<file path="config.mk">
export PLATFORM = sky130hd
export DESIGN_NAME = apc_antenna_preamble_config
export DESIGN_NICKNAME = d
export VERILOG_FILES = /design/src/hdl/apc_pkg.sv /design/src/hdl/apc_dwell_timer.sv /design/src/hdl/apc_antenna_preamble_config.sv
export SDC_FILE = /design/constraint.sdc
export NUM_CORES = 1
export LEC_CHECK = 0
export BUFFER_PORTS_ARGS = -buffer_cell sky130_fd_sc_hd__buf_2
export CAP_MARGIN = 40
export CORE_ASPECT_RATIO = 1.1
export CORE_MARGIN = 2
export CORE_UTILIZATION = 31
export CTS_CLUSTER_SIZE = 16
export DETAILED_ROUTE_END_ITERATION = 6
export PLACE_DENSITY_LB_ADDON = 0.15
export RECOVER_POWER = 25
export REMOVE_ABC_BUFFERS = 1
export SYNTH_ARGS = -nofsm -noshare
export SYNTH_HDL_FRONTEND = slang
export SYNTH_SLANG_ARGS = --single-unit
</file>
<file path="constraint.sdc">
create_clock -name clk_i -period 2 [get_ports clk_i]
set_input_delay 0.1 -clock clk_i [delete_from_list [all_inputs] [get_ports clk_i]]
set_output_delay 0.1 -clock clk_i [all_outputs]
set_load 0.03 [all_outputs]
</file>
<file path="src/hdl/apc_pkg.sv">
// Purpose: constants and carrier types for the antenna / preamble configuration block
// Assumes: byte-wide control port access, register addresses as printed
// Notes: reset values are zero because none is given for these registers
package apc_pkg;
	// ---------------------------------------------------------------
	// register addresses
	// ---------------------------------------------------------------
	localparam logic [7:0] APC_ADDR_ANT_CTRL = 8'h14;
	localparam logic [7:0] APC_ADDR_PREAMBLE = 8'h18;
	localparam logic [7:0] APC_ADDR_SCRAMBLER = 8'h1C;
	// ---------------------------------------------------------------
	// field positions and reset values
	// ---------------------------------------------------------------
	localparam int APC_BIT_COVER_SEL = 7;
	localparam int APC_BIT_RSVD = 6;
	localparam int APC_BIT_ADC_ADJ = 5;
	localparam int APC_BIT_DELAY_SYNC = 4;
	localparam int APC_BIT_MULTIPATH = 3;
	localparam int APC_BIT_DIVERSITY = 2;
	localparam int APC_BIT_RXCLK_FREE = 7;
	localparam logic [7:0] APC_RST_ANT_CTRL = 8'h00;
	localparam logic [7:0] APC_RST_PREAMBLE = 8'h00;
	localparam logic [7:0] APC_RST_SCRAMBLER = 8'h00;
	localparam logic [7:0] APC_PA_RAMP_SYMBOLS = 8'h02;
	// ---------------------------------------------------------------
	// timing
	// ---------------------------------------------------------------
	localparam int APC_CLK_MHZ = 100;
	localparam int APC_DWELL_US = 16;
	localparam int APC_DWELL_CYCLES = APC_DWELL_US * APC_CLK_MHZ;
	// antenna mode encodings
	typedef enum logic [1:0]
	{
		APC_MODE_LAST = 2'b00,
		APC_MODE_ILLEGAL = 2'b01,
		APC_MODE_B = 2'b10,
		APC_MODE_A = 2'b11
	} apc_ant_mode_t;
	// decoded configuration carried to the modem core
	typedef struct packed
	{
		logic cover_code_sel;
		logic adc_timing_adjust;
		logic delayed_bit_sync;
		logic multipath_select;
		logic diversity_on;
		logic rx_clock_free;
	} apc_cfg_t;
endpackage : apc_pkg

</file>
<file path="src/hdl/apc_dwell_timer.sv">
// Purpose: enable-gated antenna dwell timer producing one-cycle tick pulses
// Assumes: single clock, enable held during acquisition
// Notes: restarts at zero whenever enable drops
`timescale 1ns/1ps
module apc_dwell_timer
	import apc_pkg::*;
#(
	parameter int CYCLES = APC_DWELL_CYCLES
)
(
	// clock and reset
	input wire logic clk_i,
	input wire logic rst_n_i,
	// control
	input wire logic enable_i,
	output logic tick_o
);
	logic [15:0] cnt_q;
	logic [15:0] cnt_d;
	logic tick_d;
	logic tick_q;
	// count to the dwell length, pulse at wrap
	always_comb
	begin
		cnt_d = cnt_q;
		tick_d = 1'b0;
		if (!enable_i)
		begin
			cnt_d = 16'h0000;
		end
		else if (cnt_q == 16'(CYCLES - 1))
		begin
			cnt_d = 16'h0000;
			tick_d = 1'b1;
		end
		else
		begin
			cnt_d = cnt_q + 16'h0001;
		end
	end
	always_ff @(posedge clk_i or negedge rst_n_i)
	begin
		if (!rst_n_i)
		begin
			cnt_q <= 16'h0000;
			tick_q <= 1'b0;
		end
		else
		begin
			cnt_q <= cnt_d;
			tick_q <= tick_d & enable_i;
		end
	end
	assign tick_o = tick_q;
endmodule : apc_dwell_timer

</file>
<file path="src/hdl/apc_antenna_preamble_config.sv">
// Purpose: antenna control, preamble length and receive clock option registers
// Assumes: byte control port already decoded to a write strobe and address on clk_i
// Notes: antenna select pin is a registered output; pin-side inputs are synchronised
// Summary of operation
// - bit 7 of antenna control chooses signal fields or cover code meaning.
// - bit 5 enables converter timing adjust, active only after receive enable drops.
// - bit 4 delays bit sync accumulation; zero means normal accumulation.
// - bit 3 chooses antenna by multipath quality; zero means normal selection.
// - diversity off receives on one antenna chosen by the mode field.
// - diversity on alternates antennas every 16 us, starting on mode antenna.
// - mode field sets start antenna for clear-channel check and transmit; drives pin.
// - transmit always uses the clear-channel check antenna.
// - mode 00 uses last receive antenna, the one with last valid header.
// - mode 10 uses antenna B, select pin low.
// - mode 11 uses antenna A, select pin high.
// - preamble register gives eight-bit count loading the preamble counter.
// - preamble sent is two symbols longer than the programmed count.
// - scrambler bit 7 zero gates receive clock by enable; one runs free.
`timescale 1ns/1ps
module apc_antenna_preamble_config
	import apc_pkg::*;
#(
	parameter int DWELL_CYCLES = APC_DWELL_CYCLES
)
(
	// clock and reset
	input wire logic clk_i,
	input wire logic rst_n_i,
	// control port, register side
	input wire logic [7:0] reg_addr_i,
	input wire logic reg_wr_i,
	input wire logic [7:0] reg_wdata_i,
	output logic [7:0] reg_rdata_o,
	// modem pins
	input wire logic receive_enable_input_i,
	input wire logic transmit_power_enable_i,
	output logic antenna_select_pin_o,
	// modem core status
	input wire logic acquiring_i,
	input wire logic valid_header_i,
	input wire logic header_antenna_i,
	input wire logic multipath_pick_valid_i,
	input wire logic multipath_pick_ant_i,
	input wire logic preamble_symbol_i,
	// modem core controls
	output apc_cfg_t cfg_o,
	output logic [8:0] preamble_total_o,
	output logic preamble_busy_o,
	output logic rx_clock_enable_o
);
	// ---------------------------------------------------------------
	// pin synchronisers
	// ---------------------------------------------------------------
	logic [1:0] rxe_sync_q;
	logic [1:0] txe_sync_q;
	always_ff @(posedge clk_i or negedge rst_n_i)
	begin
		if (!rst_n_i)
		begin
			rxe_sync_q <= 2'b00;
			txe_sync_q <= 2'b00;
		end
		else
		begin
			rxe_sync_q <= {rxe_sync_q[0], receive_enable_input_i};
			txe_sync_q <= {txe_sync_q[0], transmit_power_enable_i};
		end
	end
	logic rx_en;
	logic tx_en;
	assign rx_en = rxe_sync_q[1];
	assign tx_en = txe_sync_q[1];

	// ---------------------------------------------------------------
	// registers
	// ---------------------------------------------------------------
	logic [7:0] ant_ctrl_q;
	logic [7:0] ant_ctrl_d;
	logic [7:0] preamble_q;
	logic [7:0] preamble_d;
	logic [7:0] scrambler_q;
	logic [7:0] scrambler_d;
	// address decode for writes; reserved bit kept at zero
	always_comb
	begin
		ant_ctrl_d = ant_ctrl_q;
		preamble_d = preamble_q;
		scrambler_d = scrambler_q;
		if (reg_wr_i && reg_addr_i == APC_ADDR_ANT_CTRL)
		begin
			ant_ctrl_d = reg_wdata_i;
			ant_ctrl_d[APC_BIT_RSVD] = 1'b0;
		end
		else if (reg_wr_i && reg_addr_i == APC_ADDR_PREAMBLE)
		begin
			preamble_d = reg_wdata_i;
		end
		else if (reg_wr_i && reg_addr_i == APC_ADDR_SCRAMBLER)
		begin
			scrambler_d = reg_wdata_i;
		end
	end
	always_ff @(posedge clk_i or negedge rst_n_i)
	begin
		if (!rst_n_i)
		begin
			ant_ctrl_q <= APC_RST_ANT_CTRL;
			preamble_q <= APC_RST_PREAMBLE;
			scrambler_q <= APC_RST_SCRAMBLER;
		end
		else
		begin
			ant_ctrl_q <= ant_ctrl_d;
			preamble_q <= preamble_d;
			scrambler_q <= scrambler_d;
		end
	end
	// read mux, registered; unmapped addresses read zero
	logic [7:0] rdata_d;
	logic [7:0] rdata_q;
	always_comb
	begin
		if (reg_addr_i == APC_ADDR_ANT_CTRL)
		begin
			rdata_d = ant_ctrl_q;
		end
		else if (reg_addr_i == APC_ADDR_PREAMBLE)
		begin
			rdata_d = preamble_q;
		end
		else if (reg_addr_i == APC_ADDR_SCRAMBLER)
		begin
			rdata_d = scrambler_q;
		end
		else
		begin
			rdata_d = 8'h00;
		end
	end

	// ---------------------------------------------------------------
	// acquisition option latch
	// ---------------------------------------------------------------
	// timing adjust bit is only sampled while receive is idle, so a change
	// mid-receive cannot disturb an acquisition in progress
	logic adc_adj_q;
	logic adc_adj_d;
	always_comb
	begin
		adc_adj_d = adc_adj_q;
		if (!rx_en)
		begin
			adc_adj_d = ant_ctrl_q[APC_BIT_ADC_ADJ];
		end
	end

	// ---------------------------------------------------------------
	// antenna selection
	// ---------------------------------------------------------------
	apc_ant_mode_t mode;
	assign mode = apc_ant_mode_t'(ant_ctrl_q[1:0]);
	logic diversity;
	assign diversity = ant_ctrl_q[APC_BIT_DIVERSITY];
	logic dwell_tick;
	apc_dwell_timer #(
		.CYCLES(DWELL_CYCLES)
	) u_dwell (
		.clk_i(clk_i),
		.rst_n_i(rst_n_i),
		.enable_i(acquiring_i & diversity & rx_en),
		.tick_o(dwell_tick)
	);
	// start antenna for a mode: 1 is antenna A, 0 is antenna B
	function automatic logic start_ant(input apc_ant_mode_t m, input logic last_ant);
		logic r;
		r = last_ant;
		case (m)
			APC_MODE_A: r = 1'b1;
			APC_MODE_B: r = 1'b0;
			default: r = last_ant;
		endcase
		return r;
	endfunction : start_ant

	logic last_ant_q;
	logic last_ant_d;
	logic ant_q;
	logic ant_d;
	logic acq_q;
	logic acq_d;
	// header antenna remembered for mode 00; multipath pick overrides when enabled
	always_comb
	begin
		last_ant_d = last_ant_q;
		ant_d = ant_q;
		acq_d = acquiring_i;
		if (valid_header_i)
		begin
			last_ant_d = header_antenna_i;
		end
		if (tx_en)
		begin
			ant_d = ant_q;
		end
		else if (acquiring_i && !acq_q)
		begin
			ant_d = start_ant(mode, last_ant_q);
		end
		else if (acquiring_i && diversity && dwell_tick)
		begin
			ant_d = ~ant_q;
		end
		else if (acquiring_i && ant_ctrl_q[APC_BIT_MULTIPATH] && multipath_pick_valid_i)
		begin
			ant_d = multipath_pick_ant_i;
		end
		else if (!acquiring_i && !rx_en)
		begin
			ant_d = start_ant(mode, last_ant_q);
		end
	end

	// ---------------------------------------------------------------
	// preamble length
	// ---------------------------------------------------------------
	// counter loads on transmit start, counts symbols including ramp-up
	logic [8:0] pre_cnt_q;
	logic [8:0] pre_cnt_d;
	logic txe_prev_q;
	logic [8:0] pre_total;
	assign pre_total = {1'b0, preamble_q} + {1'b0, APC_PA_RAMP_SYMBOLS};
	always_comb
	begin
		pre_cnt_d = pre_cnt_q;
		if (!tx_en)
		begin
			pre_cnt_d = 9'h000;
		end
		else if (!txe_prev_q)
		begin
			pre_cnt_d = pre_total;
		end
		else if (preamble_symbol_i && pre_cnt_q != 9'h000)
		begin
			pre_cnt_d = pre_cnt_q - 9'h001;
		end
	end

	always_ff @(posedge clk_i or negedge rst_n_i)
	begin
		if (!rst_n_i)
		begin
			adc_adj_q <= 1'b0;
			last_ant_q <= 1'b1;
			ant_q <= 1'b1;
			acq_q <= 1'b0;
			pre_cnt_q <= 9'h000;
			txe_prev_q <= 1'b0;
			rdata_q <= 8'h00;
		end
		else
		begin
			adc_adj_q <= adc_adj_d;
			last_ant_q <= last_ant_d;
			ant_q <= ant_d;
			acq_q <= acq_d;
			pre_cnt_q <= pre_cnt_d;
			txe_prev_q <= tx_en;
			rdata_q <= rdata_d;
		end
	end

	// ---------------------------------------------------------------
	// outputs
	// ---------------------------------------------------------------
	assign reg_rdata_o = rdata_q;
	assign antenna_select_pin_o = ant_q;
	assign preamble_total_o = pre_cnt_q;
	assign preamble_busy_o = (pre_cnt_q != 9'h000);
	assign cfg_o.cover_code_sel = ant_ctrl_q[APC_BIT_COVER_SEL];
	assign cfg_o.adc_timing_adjust = adc_adj_q;
	assign cfg_o.delayed_bit_sync = ant_ctrl_q[APC_BIT_DELAY_SYNC];
	assign cfg_o.multipath_select = ant_ctrl_q[APC_BIT_MULTIPATH];
	assign cfg_o.diversity_on = diversity;
	assign cfg_o.rx_clock_free = scrambler_q[APC_BIT_RXCLK_FREE];
	// free-running option or gated by synchronised receive enable
	assign rx_clock_enable_o = scrambler_q[APC_BIT_RXCLK_FREE] | rx_en;
endmodule : apc_antenna_preamble_config

</file>
==> results by group, run 1 <==
Floorplan
  – Full die area: 10900 µm²
  – Vert. Die Dim: 109 µm
  – Die W: 99.8 µm
  – # rows: 38
  – Initial Utilization: 31.8%
  – Core area: 9840 µm²
  – IO Pins: 53

Timing
  – Worst setup margin: 0.221 ns
  – Fmax: 0.562 GHz
  – Final TNS setup: 0 ns
  – Final Hold Viols: 0
  – Final Setup Violations: 0
  – Final Cycle Share: 88.9%
  – Clock Skew: 0.0164 ns
  – Worst Hold Slack: 0.0183 ns
  – Unrepaired setup endpoints after global routing: false
  – Slew headroom: 38.9%
  – Crit path time final: 1.78 ns
  – Slew @ Worst Pin: 0.917 ns
  – Fin. max-slew vios: 0

CTS
  – Post-CTS Setup Bufs: 0
  – H-tree depth: 3
  – Root buffer cell: clkbuf_8
  – Worst skew pair latency: 0.35 ns
  – CTS Sinks: 66
  – Clock Path Buffers: 2
  – Total CTS buffers: 9
  – CTS tree: done
  – Clock-pin transition on the worst setup and hold timing paths: 0.09 ns

Layout
  – Fin nets: 366
  – Share of layout cells above drive strength 1: 33.4%
  – Commonest non-fill, non-tap cell in the layout: dfrtp_1
  – P&R area growth vs syn: 20.4%
  – Most frequent cells in the layout: dfrtp_1 (64), buf_2 (51), mux2_2 (33), nor2_1 (27), xnor2_1 (14)
  – # diodes: 0
  – Fill count: 1000
  – Core Util, Final: 38.3%

Global route
  – Largest net degree at the start of global routing: 67
  – Vias in the first global route: 2258
  – Congestion Overflow GR: 0
  – First-pass GRT wire length: 11800 µm
  – Antenna violations before repair: 0
  – Total GRT Usage: 14.0%

Setup path
  – Critical Path RT: 1.90 ns
  – R2R Setup Slk: 0.29 ns
  – Worst setup path class: flop to primary output
  – Maximum fanout along the worst path: 5
  – Critical path arrival: 1.68 ns
  – Worst setup SP type: flop
  – CP endpoint kind: primary output

Place
  – GP Congestion: 0.800
  – Port buffer count: 52
  – DP Worst Slack: 0.232 ns
  – DP HPWL: 4950 µm

Yosys
  – Sequential area share after synthesis: 52.9%
  – Async SR Flop Fraction: 100%
  – Yosys warns: 0
  – Syn_area_per_cell: 11.4 µm²
  – #FFs+latches synth: 66
  – Post-synth EDFFs: 0
  – Main flop type after synthesis: dfrtp_1
  – Mapped cell area: 3130 µm²
  – Mapped Cells: 275
  – Yosys cell types: 44
  – Synth top area share: 51.2%
  – Yosys top cell by area: dfrtp_1
  – Synth area leaders: dfrtp_1 (51%), mux2_2 (12%), xnor2_1 (3.9%), nor2_1 (3.2%), nand3_1 (2.1%)

Power and ir drop
  – Clock power share: 39.3%
  – Peak VDD IR: 0.000365 V
  – Power Dens Cells: 766 nW/µm²
  – Sw Share: 26.3%
  – Register share of total power: 49.8%
  – Static Leak: 1.73 nW
  – Cell Int Power: 2.12 mW
  – Comb power frac: 10.9%
  – Net Sw Power: 758 µW

Detailed routing
  – # DRC: 0
  – Drt first pass iters: 4
  – Via/cell ratio: 4.97
  – Drt wl/cell: 15.2 µm
  – Via count: 2289
  – Routed wire length: 7030 µm
  – DR iter-0 viols: 58
  – Antenna Nets Post-Route: 0

Run
  – Max-cap violations: 0

Run status
  – Status: completed

Min path
  – Worst hold path class: primary input to flop
==> power by group through the flow <==
stage | clock network [mW] | registers [mW] | logic [mW]
floorplan | 0 | 1.49 | 0.136
global route | 1.24 | 1.45 | 0.347
CTS | 1.18 | 1.44 | 0.323
global placement | 0 | 1.46 | 0.308
detailed placement | 0 | 1.46 | 0.310
finish | 1.13 | 1.44 | 0.313
==> synth_stat cells, types with 2 or more instances <==
master / instances
buf_4: 8
o21ai_0: 6
a22oi_1: 7
dfrtp_1: 64
a21oi_1: 10
buf_2: 2
and4_1: 4
mux2_2: 33
inv_1: 6
nor4_1: 9
xnor2_1: 14
or2_2: 2
a211oi_1: 2
dfstp_2: 2
xor2_1: 7
or4_1: 2
ha_1: 3
nand4_1: 8
o31ai_1: 2
nor2b_1: 3
and3_1: 3
nand2_1: 7
nor2_1: 27
nor3_1: 4
nand3_1: 13
mux2i_1: 2
a31oi_1: 3
a311oi_1: 2
clkbuf_1: 5
==> kinds of logic (layout without fill, tap and decap cells) <==
kind of cell	after synthesis	in the layout	share of synthesized area [%]
mux	35	35	12.5
flops	66	66	52.9
fa+ha+maj	3	3	1.20
buf+inv	21	87	3.56
xor+xnor	21	21	5.88
compound gates	38	38	8.08
simple gates	91	91	15.9
==> timing repair <==
action,4_1_cts,5_1_grt
endpoints found under the hold margin,70,0
hold buffers,7,0
gates resized for setup,0,1
endpoints found under the setup margin,0,1
==> routing by layer <==
metal / share of wire (%) / routed length, µm / global-route usage [%] / up-vias
li1: - / - / - / 1121
met1: 45 / 3190 / 18.4 / 1120
met2: 49 / 3460 / 22.7 / 41
met3: 4.1 / 291 / 3.18 / 7
met4: 1.3 / 88 / 5.28 / 0
met5: 0 / 0 / 0 / -
==> sequential cells by signal (all words and copies together) (netlist names) <==
register / flops
preamble_q: 8
rxe_sync_q: 2
u_dwell.tick_o: 1
antenna_select_pin_o: 1
scrambler_q: 8
adc_adj_q: 1
txe_sync_q: 2
preamble_total_o: 9
last_ant_q: 1
u_dwell.cnt_q: 16
txe_prev_q: 1
ant_ctrl_q: 7
acq_q: 1
reg_rdata_o: 8
==> worst max-delay path, stage by stage, from the launching register on <==
cell     delay [ns]
dfrtp_1        0.42
inv_1          0.07
ha_1           0.18
nor3b_2        0.20
buf_4          0.16
nand3_1        0.10
buf_2          0.21
==> area by class of cell <==
type                       instances  area [µm²]  share of cell area, %
inverter                           6        22.5                  0.598
sequential                        66        1650                   43.9
clock inverter                     5        55.1                   1.46
tap                              120         150                   3.99
clock buffer                      11         141                   3.75
multi-input combinational        188        1370                   36.3
timing repair buffer              65         374                   9.93
==> per-stage QoR <==
| step | total power, mW | cell area [µm²] | cells |
|---|---|---|---|
| after floorplan | 1.62 | 3040 | 260 |
| after global placement | 1.77 | 3510 | 438 |
| after detailed placement | 1.77 | 3510 | 438 |
| after CTS | 2.94 | 3770 | 461 |
| after global routing | 3.03 | 3770 | 461 |
| final | 2.88 | 3770 | 461 |
==> worst paths after layout <==
| check | startpoint | endpoint | cells after the start |
|---|---|---|---|
| setup / recovery | preamble_total_o[0] | preamble_busy_o | 6 |
| hold / removal | reg_wdata_i[4] | ant_ctrl_q[4] | 2 |
| setup reg to reg | preamble_total_o[0] | preamble_total_o[7] | 7 |
| hold reg to reg | rxe_sync_q[0] | rxe_sync_q[1] | 0 |
| max in group asynchronous | rst_n_i | u_dwell.cnt_q[14] | 3 |
| min in group asynchronous | rst_n_i | preamble_total_o[4] | 3 |
Power figures use the tool's default switching activity.
==> inputs of run 2 (changes only) <==
- clock period: 2 -> 2.12 ns (I/O delays scaled with it)
==> results by group, run 2 (synthesis gave the netlist of run 1 again) <==
Run status
  – Status: completed (unchanged)

Global route
  – Antenna violations before repair: 0 (unchanged)
  – First-pass GRT wire length: 11800 µm (unchanged)
  – Congestion Overflow GR: 0 (unchanged)
  – Largest net degree at the start of global routing: 67 (unchanged)
  – Vias in the first global route: 2339 (was 2258)
  – Total GRT Usage: 14.0% (about the same)

Power and ir drop
  – Power Dens Cells: 803 nW/µm² (was 766 nW/µm²)
  – Peak VDD IR: 0.000335 V (was 0.000365 V)
  – Final Power: 3.07 mW (was 2.88 mW)
  – Static Leak: 1.76 nW (was 1.73 nW)

Setup path
  – Critical path arrival: 1.75 ns (was 1.68 ns)
  – Worst r2r src: u_dwell.cnt_q[0] (was preamble_total_o[0])
  – Number of stages on the worst setup path: 6 (unchanged)
  – Worst setup path class: flop to primary output (unchanged)
  – CP bufs+invs: 3 (unchanged)
  – Maximum fanout along the worst path: 5 (unchanged)
  – CP endpoint kind: primary output (unchanged)
  – Reg2reg path depth: 6 (was 7)
  – CP peak stage delay: 0.42 ns (about the same)
  – Worst setup SP type: flop (unchanged)
  – Critical Path RT: 2.01 ns (was 1.90 ns)
  – CP Cell Sequence: inv_1, ha_1, nor3b_1, buf_4, nand3_1, buf_2 (was inv_1, ha_1, nor3b_2, buf_4, nand3_1, buf_2)
  – Top Family by Delay on Critical Path: buffers and inverters (unchanged)
  – R2R Setup Slk: 0.42 ns (was 0.29 ns)
  – Crit-path slowest cell: dfrtp_1 (unchanged)
  – R2r endpoint: u_dwell.cnt_q[8] (was preamble_total_o[7])

Layout
  – FF/Latch Area: 1650 µm² (unchanged)
  – Final Instance Area: 3820 µm² (was 3770 µm²)
  – Finished Layout Cells: 460 (was 461)
  – Commonest non-fill, non-tap cell in the layout: dfrtp_1 (unchanged)
  – Core Util, Final: 38.8% (was 38.3%)
  – Footprint of the multi-input gates: 1360 µm² (was 1370 µm²)
  – Share of layout cells above drive strength 1: 33.2% (was 33.4%)
  – Max FFs per register: 16 (unchanged)
  – Most frequent cells in the layout: dfrtp_1 (64), buf_2 (51), mux2_2 (33), nor2_1 (27), xnor2_1 (14) (unchanged)
  – Fin nets: 365 (was 366)
  – # diodes: 0 (unchanged)
  – Most flop-heavy register: u_dwell.cnt_q (unchanged)
  – Fill count: 982 (was 1000)
  – P&R area growth vs syn: 22.2% (was 20.4%)

Detailed routing
  – Via count: 2277 (was 2289)
  – Antenna Nets Post-Route: 0 (unchanged)
  – Drt wl/cell: 15.6 µm (was 15.2 µm)
  – Via/cell ratio: 4.95 (was 4.97)
  – # DRC: 0 (unchanged)
  – Drt first pass iters: 4 (unchanged)
  – Routed wire length: 7180 µm (was 7030 µm)
  – DR iter-0 viols: 99 (was 58)

Floorplan
  – Initial Utilization: 31.8% (unchanged)
  – Full die area: 10900 µm² (unchanged)
  – IO Pins: 53 (unchanged)
  – # rows: 38 (unchanged)
  – Die W: 99.8 µm (unchanged)
  – Core area: 9840 µm² (unchanged)
  – Vert. Die Dim: 109 µm (unchanged)

CTS
  – H-tree depth: 3 (unchanged)
  – Clock-pin transition on the worst setup and hold timing paths: 0.08 ns (was 0.09 ns)
  – Clock Path Buffers: 2 (unchanged)
  – Root buffer cell: clkbuf_8 (unchanged)
  – Post-CTS sizing: 0 (unchanged)
  – Post-CTS Setup Bufs: 0 (unchanged)
  – Total CTS buffers: 9 (unchanged)
  – CTS tree: done (unchanged)
  – Worst skew pair latency: 0.35 ns (about the same)
  – CTS Sinks: 66 (unchanged)
  – Hold Buf Count CTS: 7 (unchanged)

Place
  – DP HPWL: 5010 µm (was 4950 µm)
  – Placed Area: 3500 µm² (was 3510 µm²)
  – GP Congestion: 0.797 (was 0.800)
  – DP Worst Slack: 0.363 ns (was 0.232 ns)
  – Post-Place Cells: 437 (was 438)
  – Port buffer count: 52 (unchanged)

Min path
  – Hold path depth: 2 (unchanged)
  – Hold_sp: reg_wdata_i[4] (unchanged)
  – Hold EP: ant_ctrl_q[4] (unchanged)
  – Worst hold path class: primary input to flop (unchanged)

Run
  – Max-cap violations: 0 (unchanged)

Timing
  – Fin. max-slew vios: 0 (unchanged)
  – Slew @ Worst Pin: 0.934 ns (was 0.917 ns)
  – Clock Skew: 0.0105 ns (was 0.0164 ns)
  – Final Hold Viols: 0 (unchanged)
  – Worst Hold Slack: 0.0266 ns (was 0.0183 ns)
  – Final Cycle Share: 87.7%
  – Final Setup Violations: 0 (unchanged)
  – Final TNS setup: 0 ns (unchanged)
  – Unrepaired setup endpoints after global routing: false (unchanged)
  – Fmax: 0.538 GHz
  – Worst setup margin: 0.260 ns (was 0.221 ns)
  – Crit path time final: 1.86 ns
  – Slew headroom: 37.7% (was 38.9%)
==> run 2: cell types whose count changed in the layout (fill, tap and decap cells not counted), sizes merged <==
cell      previous run  this run
clkbuf              13        11
buf                 56        55
clkinvlp             2         1
bufinv               1         4
==> run 2: how the worst max path moves through the flow <==
stage,startpoint,endpoint
final,preamble_total_o[0],preamble_busy_o
after global routing,preamble_total_o[0],preamble_busy_o
after CTS,preamble_total_o[0],preamble_busy_o
after detailed placement,reg_addr_i[7],ant_ctrl_q[1]
after global placement,reg_addr_i[7],ant_ctrl_q[0]
after floorplan,preamble_total_o[0],preamble_total_o[4]
==> run 2: worst reg2reg max path: cells and delay by family (launching register included) <==
family,cells,cell delay (ns)
AO/OA/AOI/OAI,2,0.39
adder cells (fa/ha/maj),1,0.23
flip-flops,1,0.41
AND/OR/NAND/NOR,2,0.32
buffers and inverters,1,0.23
==> run 2: area by class of cell <==
class                           count  area share, %
Clock inverter                      7           3.70
Clock buffer                        9           3.24
Sequential cell                    66           43.3
Timing Repair Buffer               64           9.59
Multi-Input combinational cell    188           35.7
Inverter                            6          0.589
Tap cell                          120           3.93
==> run 2: report_power, final <==
group	internal, mW	switching (mW)	total [mW]
Combinational	0.126	0.168	0.294
Sequential	1.31	0.0505	1.36
Clock	0.900	0.519	1.42
Total	2.33	0.737	3.07
==> run 2: metal layers <==
| metal | up-vias | track usage [%] | part of all wire [%] |
|---|---|---|---|
| met5 | - | 0 | 0 |
| li1 | 1117 | - | - |
| met4 | 0 | 6.75 | 1.4 |
| met2 | 50 | 23.7 | 50 |
| met1 | 1101 | 16.9 | 44 |
| met3 | 9 | 3.31 | 4.2 |
